### config.mk
export PLATFORM = sky130hd
export DESIGN_NAME = fce_top
export DESIGN_NICKNAME = d
export VERILOG_FILES = /design/src/rtl/fce_pkg.sv /design/src/rtl/fce_if.sv /design/src/rtl/fce_estimate.sv /design/src/rtl/fce_convert.sv /design/src/rtl/fce_top.sv
export VERILOG_INCLUDE_DIRS = /design/src /design/src/rtl
export SDC_FILE = /design/constraint.sdc
export NUM_CORES = 2
export LEC_CHECK = 0
export BUFFER_PORTS_ARGS = -buffer_cell sky130_fd_sc_hd__buf_4
export CORE_UTILIZATION = 30
export CTS_CLUSTER_DIAMETER = 200
export DETAILED_ROUTE_END_ITERATION = 10
export SLEW_MARGIN = 20
export SYNTH_ARGS = -nofsm -noshare
export SYNTH_HDL_FRONTEND = slang
export SYNTH_HIERARCHICAL = 1
export SYNTH_SLANG_ARGS = --single-unit
### constraint.sdc
create_clock -name clk_in -period 93.8 [get_ports clk_in]
set_clock_uncertainty 0.1 [all_clocks]
set_input_delay 18.76 -clock clk_in [delete_from_list [all_inputs] [get_ports clk_in]]
set_output_delay 18.76 -clock clk_in [all_outputs]
set_load 0.05 [all_outputs]
### src/rtl/fce_regs.svh
// Constants for the float compare, estimate and convert slice
//
// Overview of operation
// [RL1] Compare to zero sets zero/negative flags
// [RL2] Compare flags usable by very next instruction
// [RL3] Compare decoded from one word, low source
// [RL4] Negative zero, denormal as zero; NaN as infinity
// [RL5] Reciprocal estimate decoded from two-word opcode
// [RL6] Reciprocal estimate accurate to about eight bits
// [RL7] Reciprocal result never negative zero, denormal, NaN
// [RL8] Reciprocal sets underflow/overflow, other flags untouched
// [RL9] Reciprocal writes destination after one delay slot
// [RL10] Delay slot must not touch pending destination
// [RL11] Inverse root estimate decoded from two words
// [RL12] Inverse root estimate accurate to eight bits
// [RL13] Inverse root result never negative zero, denormal, NaN
// [RL14] Inverse root sets only underflow/overflow latches
// [RL15] Inverse root writes destination after delay slot
// [RL16] Truncating convert decoded, high word zero fields
// [RL17] Convert truncates float toward zero to int16
// [RL18] Convert result sign-extended from bit fifteen
// [RL19] Convert leaves every status flag unchanged
// [RL20] Convert writes destination after one delay slot
// [RL21] Operand fields select one of eight registers
// [RL22] Latched flags stay set until software clears
`ifndef FCE_REGS_SVH
`define FCE_REGS_SVH
`define FCE_OP_CMPZ 13'h1CB4
`define FCE_OP_RCP 16'hE693
`define FCE_OP_RSQ 16'hE692
`define FCE_OP_CVT 16'hE68C
`define FCE_HI_ZERO 10'h000
`define FCE_SRC_MSB 5
`define FCE_SRC_LSB 3
`define FCE_DST_MSB 2
`define FCE_DST_LSB 0
`define FCE_REG_RST 32'h00000000
`define FCE_FLAG_RST 1'b0
`define FCE_EXP_MAX 8'hFF
`define FCE_FLT_BIG 31'h7F7FFFFF
`define FCE_LATENCY 2
`endif

### src/rtl/fce_pkg.sv
// Types shared by the float compare, estimate and convert slice
package fce_pkg;
  // One-hot pipeline stage
  typedef enum logic [1:0] {
    FCE_PIPE_IDLE = 2'b01,
    FCE_PIPE_WB = 2'b10
  } fce_pipe_t;
  // Whole state of the top module
  typedef struct packed {
    logic [7:0][31:0] regs;
    logic zf;
    logic nf;
    logic latched_underflow_flag;
    logic latched_overflow_flag;
    fce_pipe_t pipe;
    logic [2:0] pend_dst;
    logic [31:0] pend_data;
    logic pend_cvt;
    logic pend_luf;
    logic pend_lvf;
    logic [31:0] rd_data;
    logic bad_op;
  } fce_state_t;
endpackage

### src/rtl/fce_if.sv
// Operand and result bundle between the slice and its arithmetic units
`timescale 1ns/1ps
`default_nettype none
interface fce_if;
  logic [31:0] src;
  logic sqrt_sel;
  logic [31:0] est_res;
  logic est_luf;
  logic est_lvf;
  logic [31:0] cvt_res;
  modport top (output src, output sqrt_sel, input est_res, input est_luf, input est_lvf, input cvt_res);
  modport est (input src, input sqrt_sel, output est_res, output est_luf, output est_lvf);
  modport cvt (input src, output cvt_res);
endinterface
`default_nettype wire

### src/rtl/fce_estimate.sv
// Reciprocal and inverse square-root estimate unit
`timescale 1ns/1ps
`default_nettype none
`include "fce_regs.svh"
module fce_estimate (
  fce_if.est bus
);
  import fce_pkg::*;
  // Bitwise integer square root
  function automatic logic [12:0] fce_isqrt(input logic [25:0] v);
    logic [12:0] r;
    logic [12:0] t;
    r = 13'h0000;
    for (int i = 12; i >= 0; i--)
    begin
      t = r | (13'h0001 << i);
      if (({13'h0000, t} * {13'h0000, t}) <= v)
        r = t;
    end
    return r;
  endfunction
  // Range check and packing; never yields NaN, denormal or negative zero
  function automatic logic [33:0] fce_pack(input logic sgn, input logic signed [9:0] ex, input logic [22:0] m);
    if (ex >= 10'sd255)
      return {1'b1, 1'b0, sgn, `FCE_FLT_BIG}; // RL7 RL13
    else if (ex <= 10'sd0)
      return {1'b0, 1'b1, `FCE_REG_RST}; // RL7 RL13
    else
      return {2'b00, sgn, ex[7:0], m};
  endfunction
  logic [7:0] e;
  logic [8:0] m9;
  logic [17:0] q;
  logic signed [9:0] ue;
  logic odd;
  logic signed [9:0] k;
  logic [9:0] v;
  logic [12:0] s;
  logic [24:0] t;
  logic signed [9:0] ex;
  logic [22:0] mt;
  logic [33:0] pk;
  // Eight leading mantissa bits seed both estimates
  always_comb
  begin
    e = bus.src[30:23];
    m9 = {1'b1, bus.src[22:15]};
    q = 18'h20000 / {9'h000, m9};
    ue = $signed({2'b00, e}) - 10'sd127;
    odd = ue[0];
    k = (ue - $signed({9'h000, odd})) >>> 1;
    v = {1'b0, m9} << odd;
    s = fce_isqrt({v, 16'h0000});
    t = 25'h1000000 / {12'h000, s};
    if (bus.sqrt_sel)
    begin
      // Root of magnitude; sign ignored so no NaN arises
      ex = t[12] ? (10'sd127 - k) : (10'sd126 - k); // RL12
      mt = t[12] ? 23'h000000 : {t[10:0], 12'h000}; // RL12
    end
    else
    begin
      ex = q[9] ? (10'sd254 - $signed({2'b00, e})) : (10'sd253 - $signed({2'b00, e})); // RL6
      mt = q[9] ? 23'h000000 : {q[7:0], 15'h0000}; // RL6
    end
    // Zero or denormal input overflows to the largest finite estimate
    if (e == 8'h00)
      ex = 10'sd255; // RL4
    pk = fce_pack(bus.sqrt_sel ? 1'b0 : bus.src[31], ex, mt);
  end
  assign bus.est_res = pk[31:0];
  assign bus.est_lvf = pk[33]; // RL8 RL14
  assign bus.est_luf = pk[32]; // RL8 RL14
endmodule
`default_nettype wire

### src/rtl/fce_convert.sv
// Truncating float to signed 16-bit converter
`timescale 1ns/1ps
`default_nettype none
`include "fce_regs.svh"
module fce_convert (
  fce_if.cvt bus
);
  import fce_pkg::*;
  logic [7:0] e;
  logic [7:0] sh;
  logic [23:0] mag;
  logic [15:0] r16;
  // Shift drops fraction bits, which truncates toward zero
  always_comb
  begin
    e = bus.src[30:23];
    sh = e - 8'h7F;
    mag = 24'h000000;
    if (e < 8'h7F)
      r16 = 16'h0000; // RL17
    else if (sh >= 8'h0F)
      // Out of range saturates by sign, NaN included
      r16 = bus.src[31] ? 16'h8000 : 16'h7FFF;
    else
    begin
      mag = {1'b1, bus.src[22:0]} >> (5'd23 - sh[4:0]); // RL17
      r16 = bus.src[31] ? (16'h0000 - mag[15:0]) : mag[15:0]; // RL17
    end
  end
  assign bus.cvt_res = {{16{r16[15]}}, r16}; // RL18
endmodule
`default_nettype wire

### src/rtl/fce_top.sv
// Float compare, estimate and convert slice with its register bank
`timescale 1ns/1ps
`default_nettype none
`include "fce_regs.svh"
module fce_top (
  input wire logic clk_in,
  input wire logic reset_n_in,
  input wire logic instr_valid_in,
  input wire logic [15:0] instr_lo_in,
  input wire logic [15:0] instr_hi_in,
  input wire logic reg_wr_en_in,
  input wire logic [2:0] reg_wr_sel_in,
  input wire logic [31:0] reg_wr_data_in,
  input wire logic [2:0] rd_sel_in,
  input wire logic luf_clr_in,
  input wire logic lvf_clr_in,
  output logic [31:0] rd_data_out,
  output logic float_zero_flag_out,
  output logic float_negative_flag_out,
  output logic latched_underflow_flag_out,
  output logic latched_overflow_flag_out,
  output logic wb_busy_out,
  output logic bad_op_out
);
  import fce_pkg::*;

  // One state register holds the bank, the flags and the single result slot.
  // Compare acts at its own issue edge; the estimates and the conversion
  // park their result for one cycle and write it at the end of the slot.
  // No forwarding exists: the issuer keeps the slot free of the pending
  // destination, which is what lets the operand read stay this simple.

  // Reset image of the whole state; constants only, so the
  // asynchronous reset branch never samples live logic
  localparam fce_state_t FCE_ST_RST = '{
    regs: {8{`FCE_REG_RST}},
    zf: `FCE_FLAG_RST,
    nf: `FCE_FLAG_RST,
    latched_underflow_flag: `FCE_FLAG_RST,
    latched_overflow_flag: `FCE_FLAG_RST,
    pipe: FCE_PIPE_IDLE,
    pend_dst: 3'h0,
    pend_data: `FCE_REG_RST,
    pend_cvt: 1'h0,
    pend_luf: 1'h0,
    pend_lvf: 1'h0,
    rd_data: `FCE_REG_RST,
    bad_op: 1'h0
  };

  // Exponent field of zero: true zero, negative zero or denormal
  function automatic logic fce_is_zeroish(input logic [31:0] x);
    return x[30:23] == 8'h00;
  endfunction

  // Source register field of the second opcode word
  function automatic logic [2:0] fce_src_of(input logic [15:0] hi);
    // Three bits reach exactly the eight registers, no range check needed
    return hi[`FCE_SRC_MSB:`FCE_SRC_LSB]; // RL21
  endfunction

  // Destination register field of the second opcode word
  function automatic logic [2:0] fce_dst_of(input logic [15:0] hi);
    return hi[`FCE_DST_MSB:`FCE_DST_LSB]; // RL21
  endfunction

  // Two-word opcode match: exact first word, unused high bits clear
  function automatic logic fce_match2(input logic [15:0] lo, input logic [15:0] hi, input logic [15:0] op);
    // A set top bit marks a rounding variant, which this slice refuses
    return (lo == op) && (hi[15:6] == `FCE_HI_ZERO);
  endfunction

  // Zero and negative flags of a compare against zero, as {zero, negative}
  function automatic logic [1:0] fce_cmp_flags(input logic [31:0] x);
    logic [1:0] f;
    // Zero-like operands all equal zero
    if (fce_is_zeroish(x))
      f = 2'h2; // RL1 RL4
    // Any other pattern, NaN included, orders by its sign alone
    else
      f = {1'h0, x[31]}; // RL1 RL4
    return f;
  endfunction

  // Registered state and its next value
  fce_state_t st_r;
  fce_state_t st_nxt;
  // Decoded opcode kinds of the word on the issue port
  logic op_cmp;
  logic op_rcp;
  logic op_rsq;
  logic op_cvt;
  // Any two-cycle operation
  logic op_two;
  // Any opcode this slice knows
  logic op_known;
  // Selected source register number
  logic [2:0] src_sel;
  // Selected source register contents
  logic [31:0] src_val;
  // Bundle to the two arithmetic units
  fce_if u_bus ();

  // Compare against zero: thirteen fixed bits, register in the low three
  assign op_cmp = (instr_lo_in[15:3] == `FCE_OP_CMPZ); // RL3
  // Reciprocal estimate
  assign op_rcp = fce_match2(instr_lo_in, instr_hi_in, `FCE_OP_RCP); // RL5
  // Inverse square-root estimate
  assign op_rsq = fce_match2(instr_lo_in, instr_hi_in, `FCE_OP_RSQ); // RL11
  // Truncating conversion; the rounding variant falls out as unknown
  assign op_cvt = fce_match2(instr_lo_in, instr_hi_in, `FCE_OP_CVT); // RL16
  // Group of two-cycle operations
  assign op_two = op_rcp | op_rsq | op_cvt;
  // Anything else raises the bad opcode output
  assign op_known = op_cmp | op_two;
  // Compare carries its register in the first word, the others in the second
  assign src_sel = op_cmp ? instr_lo_in[2:0] : fce_src_of(instr_hi_in); // RL3 RL21
  // Plain bank read; a pending result is not forwarded
  assign src_val = st_r.regs[src_sel];
  // Operand to both units
  assign u_bus.src = src_val;
  // Unit picks the inverse root only for that opcode
  assign u_bus.sqrt_sel = op_rsq;

  // Reciprocal and inverse root estimates, purely combinational
  fce_estimate u_est (
    .bus(u_bus)
  );

  // Truncating conversion, purely combinational
  fce_convert u_cvt (
    .bus(u_bus)
  );

  // Next state: read port, clears, software load, writeback, then issue.
  // The order matters: clears before writeback so a raised latch wins,
  // software load before writeback so a finishing result wins.
  always_comb
  begin
    // Hold everything by default
    st_nxt = st_r;
    // Read port is registered, so its data stands a cycle after the select
    st_nxt.rd_data = st_r.regs[rd_sel_in];
    // Software clears of the latches
    if (luf_clr_in)
      st_nxt.latched_underflow_flag = 1'h0; // RL22
    if (lvf_clr_in)
      st_nxt.latched_overflow_flag = 1'h0; // RL22
    // Direct software load of one register
    if (reg_wr_en_in)
      st_nxt.regs[reg_wr_sel_in] = reg_wr_data_in;
    // Writeback stage
    case (st_r.pipe)
      FCE_PIPE_IDLE:
        st_nxt.pipe = FCE_PIPE_IDLE;
      FCE_PIPE_WB:
      begin
        // Result of the operation issued one cycle ago
        st_nxt.regs[st_r.pend_dst] = st_r.pend_data; // RL9 RL15 RL20
        // Conversion touches no flag at all
        if (!st_r.pend_cvt)
        begin
          // Latches only ever set here; only software lowers them
          st_nxt.latched_underflow_flag = st_nxt.latched_underflow_flag | st_r.pend_luf; // RL8 RL14 RL22
          st_nxt.latched_overflow_flag = st_nxt.latched_overflow_flag | st_r.pend_lvf; // RL8 RL14 RL22
        end
        // Back to idle unless a new issue below refills the slot
        st_nxt.pipe = FCE_PIPE_IDLE;
      end
      // Illegal code: drop it and recover to idle
      default:
        st_nxt.pipe = FCE_PIPE_IDLE;
    endcase
    // Issue stage
    if (instr_valid_in)
    begin
      // Unknown words are flagged and otherwise ignored
      st_nxt.bad_op = !op_known; // RL16
      // Compare finishes in this cycle; flags usable by the next instruction
      if (op_cmp)
        {st_nxt.zf, st_nxt.nf} = fce_cmp_flags(src_val); // RL1 RL2
      // Two-cycle operations park their result for one cycle
      if (op_two)
      begin
        st_nxt.pend_dst = fce_dst_of(instr_hi_in); // RL21
        st_nxt.pend_data = op_cvt ? u_bus.cvt_res : u_bus.est_res; // RL6 RL12 RL17
        st_nxt.pend_cvt = op_cvt; // RL19
        // Estimates raise only the two latches; zero and negative stay
        st_nxt.pend_luf = op_cvt ? 1'h0 : u_bus.est_luf; // RL8 RL14
        st_nxt.pend_lvf = op_cvt ? 1'h0 : u_bus.est_lvf; // RL8 RL14
        // Stage entered for the delay slot
        st_nxt.pipe = FCE_PIPE_WB; // RL9 RL15 RL20
      end
    end
  end

  // State register; reset loads constants only
  always_ff @(posedge clk_in or negedge reset_n_in)
  begin
    if (!reset_n_in)
      st_r <= FCE_ST_RST;
    else
      st_r <= st_nxt;
  end

  // Every output is a bit of the state register
  assign rd_data_out = st_r.rd_data;
  assign float_zero_flag_out = st_r.zf;
  assign float_negative_flag_out = st_r.nf;
  assign latched_underflow_flag_out = st_r.latched_underflow_flag;
  assign latched_overflow_flag_out = st_r.latched_overflow_flag;
  // One-hot code: the upper bit is the writeback state itself
  assign wb_busy_out = st_r.pipe[1];
  assign bad_op_out = st_r.bad_op;
endmodule
`default_nettype wire

# [After elaboration in Yosys (flattened, before gate mapping)]
# Index checks and enable logic that the tools add are counted.
# W data, S select, Z words.
[classes] n_bitwise=5 n_eq_ne=5 div_mod_pow=2 n_mux=50 add_sub_neg=9 n_mul=12 reduce_logical=10 n_lt_le_gt_ge=23 shifts=2
[ops] cell="$bwmux W256" n=2
[ops] cell="$mux W256" n=2
[ops] cell="$le A26 B26 Y1" n=12
[ops] cell="$mul A13 B13 Y26" n=12
[ops] cell="$bmux W32 S3" n=2
[ops] cell="$demux W32 S3" n=2
[ops] cell="$mux W32" n=5
[ops] cell="$mux W40" n=2
[ops] cell="$mux W23" n=3
[ops] cell="$mux W16" n=4
[ops] cell="$mux W10" n=5
[ops] cell="$eq A16 B16 Y1 const B" n=3
[ops] cell="$mux W34" n=1
[ops] cell="$mux W33" n=1
[ops] cell="$le A25 B26 Y1 const A" n=1
[ops] cell="$div A25 B13 Y25 const A" n=1
[ops] cell="$shr A24 B5 Y16" n=1
[ops] cell="$sub A8 B9 Y10 const A" n=2
[ops] cell="$div A18 B9 Y18 const A" n=1
[ops] cell="$sub A8 B8 Y9 const A" n=2
[ops] cell="$lt A3 B4 Y1 const B" n=4
[ops] cell="$sub A1 B16 Y16 const A" n=1
[ops] cell="$eq A13 B13 Y1 const B" n=1
[ops] cell="$mux W13" n=1
[ops] cell="28 further kinds" n=47
[word_totals] elab_cells=138 reg_bits=333 out_inout_bits=38 inputBits=76

# [Depth between registers and ports, before layout]
[depth] depth_word=54 ltp_mapped=595 mapped_depth_nobuf=553

# [By module]
# The synthesis kept the hierarchy.
[by_module_without_submodules] mod="fce_estimate" area_per_inst_um2=37258.2 seq_area_each_um2=0.0 n_inst=1 cells_each=4954
[by_module_without_submodules] mod="fce_top" area_per_inst_um2=19796.5 seq_area_each_um2=8334.2 n_inst=1 cells_each=2075
[by_module_without_submodules] mod="fce_convert" area_per_inst_um2=2184.6 seq_area_each_um2=0.0 n_inst=1 cells_each=273

# [Worst setup path before layout]
# No wires, ideal clock.
[synth_path] path_type="input port to flip-flop" start="input instr_lo_in[9]" end="register st_r[48] in the netlist's numbering" path_stages=470 setup_ps=77 path_buffers=44 t_required_ps=93623 arrival_time_ps=119361 setup_slack_ps=-25738 path_cell_list="or3b_1 -> buf_2 -> or4_4 -> buf_6 -> a21oi_1 -> buf_2 -> buf_1 -> mux2i_1 -> nand3_1 -> o31ai_1 -> o21ai_0 -> ha_1 -> inv_1 -> ha_1 -> and3_1 -> nand2_1 -> o2bb2ai_1 -> a31oi_1 -> (+434 left out) -> ha_1 -> a21o_1 -> a21oi_1 -> o21ai_1 -> a21oi_1 -> a2111oi_2 -> or2_1 -> buf_2 -> mux2_2 -> ha_1 -> and4_1 -> nand2_1 -> a211o_1 -> or3_1 -> o211a_1 -> a41oi_2 -> mux2i_1 -> a21oi_1"
[synth_between] elab_chain_cells=52 word_cells_on_any_way=82 cone_classes="add/sub (9); mul (12); div (2); order compare (17); eq/ne (4); shift (2); mux (29); bitwise (2); reduce/logical (5)"
[synth_rtl] item="start, declared" line="fce_top.sv:9" source="input wire logic [15:0] instr_lo_in,"
[synth_rtl] item="$eq A13 B13 Y1 (no line) (*)"
[synth_rtl] item="$mux W3 (*)" line="fce_top.sv:117" source="assign src_sel = op_cmp ? instr_lo_in[2:0] : fce_src_of(instr_hi_in);"
[synth_rtl] item="$bmux W32 S3 (*)" line="fce_top.sv:119" source="assign src_val = st_r.regs[src_sel];"
[synth_rtl] item="$mux W32 (implied by the code) (*)" line="fce_top.sv:119"
[synth_rtl] item="via src_val[23]" line="fce_top.sv:100" source="logic [31:0] src_val;"
[synth_rtl] item="$sub A8 B7 Y9" line="fce_estimate.sv:49" source="ue = $signed({2'b00, e}) - 10'sd127;"
[synth_rtl] item="$shl A9 B1 Y10" line="fce_estimate.sv:52" source="v = {1'b0, m9} << odd;"
[synth_rtl] item="$le A25 B26 Y1" line="fce_estimate.sv:17" source="if (({13'h0000, t} * {13'h0000, t}) <= v)"
[synth_rtl] item="(+38 left out)"
[synth_rtl] item="$mux W10" line="fce_estimate.sv:58" source="ex = t[12] ? (10'sd127 - k) : (10'sd126 - k);"
[synth_rtl] item="$mux W10" line="fce_estimate.sv:55" source="if (bus.sqrt_sel)"
[synth_rtl] item="$mux W10" line="fce_estimate.sv:67" source="if (e == 8'h00)"
[synth_rtl] item="$le A10 B1 Y1" line="fce_estimate.sv:26" source="else if (ex <= 10'sd0)"
[synth_rtl] item="$mux W33" line="fce_estimate.sv:26"
[synth_rtl] item="$mux W34 (*)" line="fce_estimate.sv:24" source="if (ex >= 10'sd255)"
[synth_rtl] item="via u_bus.est_res[12]" line="fce_if.sv:7" source="logic [31:0] est_res;"
[synth_rtl] item="$mux W32 (*)" line="fce_top.sv:186" source="st_nxt.pend_data = op_cvt ? u_bus.cvt_res : u_bus.est_res;"
[synth_rtl] item="end signal, assigned" line="fce_top.sv:203" source="st_r <= st_nxt;"
[synth_rtl] item="end, declared" line="fce_top.sv:86" source="fce_state_t st_r;"
# Mark *: on every way through the listed nets, which the timed path passes. The rest lies on a longest branch. The select of a mux whose other input is x is not followed.
# A chain may end at the register's enable or synchronous reset.

# [Worst setup path after layout]
[layout_path] start="input instr_lo_in[3]" end="register st_r[48] in the netlist's numbering"
[layout_between] word_cells_on_any_way=82 cone_classes="add/sub (9); mul (12); div (2); order compare (17); eq/ne (4); shift (2); mux (29); bitwise (2); reduce/logical (5)"
[layout_lines] item="$eq A13 B13 Y1 (no line) (*)"
[layout_lines] item="$mux W3 (*)" line="fce_top.sv:117"
[layout_lines] item="$bmux W32 S3 (*)" line="fce_top.sv:119"
[layout_lines] item="$mux W32 (implied by the code) (*)" line="fce_top.sv:119"
[layout_lines] item="via src_val[15]" line="fce_top.sv:100"
[layout_lines] item="$shl A9 B1 Y10" line="fce_estimate.sv:52"
[layout_lines] item="$le A25 B26 Y1" line="fce_estimate.sv:17"
[layout_lines] item="$mux W13" line="fce_estimate.sv:17"
[layout_lines] item="(+37 left out)"
[layout_lines] item="$mux W10" line="fce_estimate.sv:58"
[layout_lines] item="$mux W10" line="fce_estimate.sv:55"
[layout_lines] item="$mux W10" line="fce_estimate.sv:67"
[layout_lines] item="$le A10 B1 Y1" line="fce_estimate.sv:26"
[layout_lines] item="$mux W33" line="fce_estimate.sv:26"
[layout_lines] item="$mux W34 (*)" line="fce_estimate.sv:24"
[layout_lines] item="via u_bus.est_res[12]" line="fce_if.sv:7"
[layout_lines] item="$mux W32 (*)" line="fce_top.sv:186"
# Marks and branches as above.

==> results.md <==
- Max-slew headroom: 0.236
- Nets@finish: around 9600
- Clock edge transition at the registers on the reported setup and hold paths: approximately 0.070 ns
- Initial antenna violation count: 14
- Synth Register Bits: 333
- Critical path capture point type: flop
- Least-Margin Pin Slew: 1.15 ns
- Drt first pass iters: 6
- Global-route wire length before repair: about 340 mm
- Detail-routed via count per cell: between 5 and 6
- Top post-synthesis cells by area: ha_1 14%, dfrtp_1 14%, fa_1 8.6%
- TritonCTS Buffers: 34
- Commonest cells post-synth: 728 x nand2_1, 671 x ha_1, 587 x nor2_1
- Failing checks: setup timing
- Critical setup path kind: primary input to flop
- Starting DRT DRC Count: just under 5000
- Syn avg cell area: approximately 8 um2
- Final hold viol count: 0
- Synth Cell Area: slightly below 60000 um2
- Type of the tightest min-delay check: flop to flop
- CP dominant cell by count: a21o_1
- Post-detail-place hpwl: approximately 160 mm
- Hold Buf Count CTS: 0
- Pins Over Slew Limit: 0
- Largest net degree at the start of global routing: 99
- Fraction of registers with async set/reset: 1.00
- Remaining Overflow, GRT: 0
- Arr. time, crit path: approximately 100 ns
- Post-synth top area share: 0.142
- Site row count: approximately 160
- CP Launch Type: primary input
- Area Overhead vs Synth: 31.2%
- Crit path largest cell delay: between 0.5 and 0.6 ns
- Post-synth cell types: 146
- Mapped Cells: 7302
- CTS H-tree depth: 2
- Fin Hold WS: 0.399 ns
- Ports: 114
- Gr usage total: 0.210
- WP data required: about 94 ns
- Die height: between 400 and 500 um
- CTS tree: done
- Max-cap violations: 0
- Worst-skew pair later-pin latency: roughly 0.57 ns
- Proportion of layout cells with a drive suffix above 1: 0.299
- CTS Sinks: between 300 and 400
- Die width: 446 um
- DR vias: 60055
- Clk root buf: clkbuf_16
- Final setup fails: 5
- Initial Util: 0.303
- Period utilization: 1.09
- Dominant cell type by area after synthesis: ha_1
- Post-Route WL: 218 mm
- Antenna Nets Post-Route: 0
- PortBufs: 113
- Sequential share of the synthesized area: 0.141
- Slowest cell on the critical path: or4b_4
- Ys Warns: 6
- WL per Instance: 19.4 um
- Ys flop type: dfrtp_1
- Die area: between 150000 and 200000 um2
- Max Fclk: approximately 10 MHz
- EDFF count, synth: 0
- Core region area: just under 200000 um2
- Status: complete, but fails checks
- Placer Congestion: approximately 0.96
- Most frequent cell after synthesis: nand2_1
- Max Buffers Root-to-Sink: 3
- Unrepaired setup endpoints after global routing: yes
- Vias in the first global route: between 50000 and 60000
- CP max FO: 11
- Minimum clock period after layout: between 100 and 150 ns
- DRC: 0
- Final setup margin: -8.14 ns
## layout by cell type, fill, tap and decap left out, types with 54 or more instances in the layout
cell type / count
a21o_1: 209
a21oi_1: 454
a21oi_2: 70
and2_1: 63
buf_4: 1597
dfrtp_1: 332
fa_1: 237
ha_1: 580
ha_4: 82
inv_1: 511
mux2_2: 81
mux2i_1: 378
mux4_2: 102
nand2_1: 691
nand2b_1: 97
nand3_1: 213
nand4_1: 72
nor2_1: 537
nor3_1: 99
o211ai_1: 54
o21a_1: 63
o21ai_0: 342
o21ai_1: 62
or3_1: 54
xnor2_1: 259
xor2_1: 101
## registers in the layout, indices dropped and copies added (netlist names)
| register | count |
|---|---|
| latched_underflow_flag_out | 1 |
| st_r | 295 |
| bad_op_out | 1 |
| latched_overflow_flag_out | 1 |
| float_negative_flag_out | 1 |
| float_zero_flag_out | 1 |
| rd_data_out | 32 |
| wb_busy_out | 1 |
## final cells by class
class                           instances  area [um2]
Antenna cell                            3        7.51
Clock buffer                           45         942
Clock inverter                         13         166
Fill cell                           19423      118000
Inverter                              576        2220
Multi-Input combinational cell       5985       50100
Sequential cell                       333        8330
Tap cell                             2624        3280
Timing Repair Buffer                 1644       12600
## worst paths after layout
kind	startpoint	slack, ns	endpoint	cells after the start
hold / removal	st_r[34]	0.40	latched_underflow_flag_out	2
hold reg to reg	st_r[34]	0.40	latched_underflow_flag_out	2
setup / recovery	instr_lo_in[3]	-8.14	st_r[48]	439
setup reg to reg	st_r[132]	10.25	st_r[48]	430
max in group asynchronous	reset_n_in	73.17	rd_data_out[6]	3
min in group asynchronous	reset_n_in	18.15	rd_data_out[23]	1
## metal layers
layer | up-vias | routed length, um | global-route usage
li1 | 28394 | - | -
met1 | 29105 | 94300 | 0.276
met2 | 2076 | 102000 | 0.360
met3 | 472 | 13400 | 0.0211
met4 | 8 | 7780 | 0.0667
met5 | - | 52 | 0
## what timing repair did
action | 4_1_cts | 5_1_grt
setup endpoints to repair | 6 | 7
pin swaps | 94 | 378
buffers inserted | 87 | 114
gates resized for setup | 78 | 329
## logic make-up after synthesis
group	after synthesis	share of synthesized area
buffers and inverters	1021	0.0703
adder cells (fa/ha/maj)	938	0.230
flip-flops	333	0.141
other	2	0.000127
AND/OR/NAND/NOR	2285	0.186
multiplexers	581	0.123
XOR/XNOR	377	0.0562
AO/OA/AOI/OAI	1765	0.194
## critical path, delay by kind of cell
family	cells	cell delay [ns]
buffers and inverters	56	5.04
xor gates and xnor gates	12	1.53
and+or+nand+nor	111	16.74
AOI/OAI and AO/OA	168	28.26
adders and majority gates	86	30.42
muxes	6	1.30
## stage by stage
step	utilization	instances	setup TNS (ns)	instance area, um2	setup slack [ns]
after floorplan	-	7339	-29.82	61400	-9.56
after global placement	0.374	10963	-28.67	73100	-9.15
after detailed placement	0.374	10963	-37.75	73100	-10.82
after CTS	0.385	11108	-25.94	75300	-8.50
after global routing	0.397	11222	-44.90	77700	-12.14
final	0.397	11223	-23.81	77700	-8.14
Power is left out: the tool's default activity adds up to more than one toggle a clock period on the data nets, which glitch-free logic cannot reach.
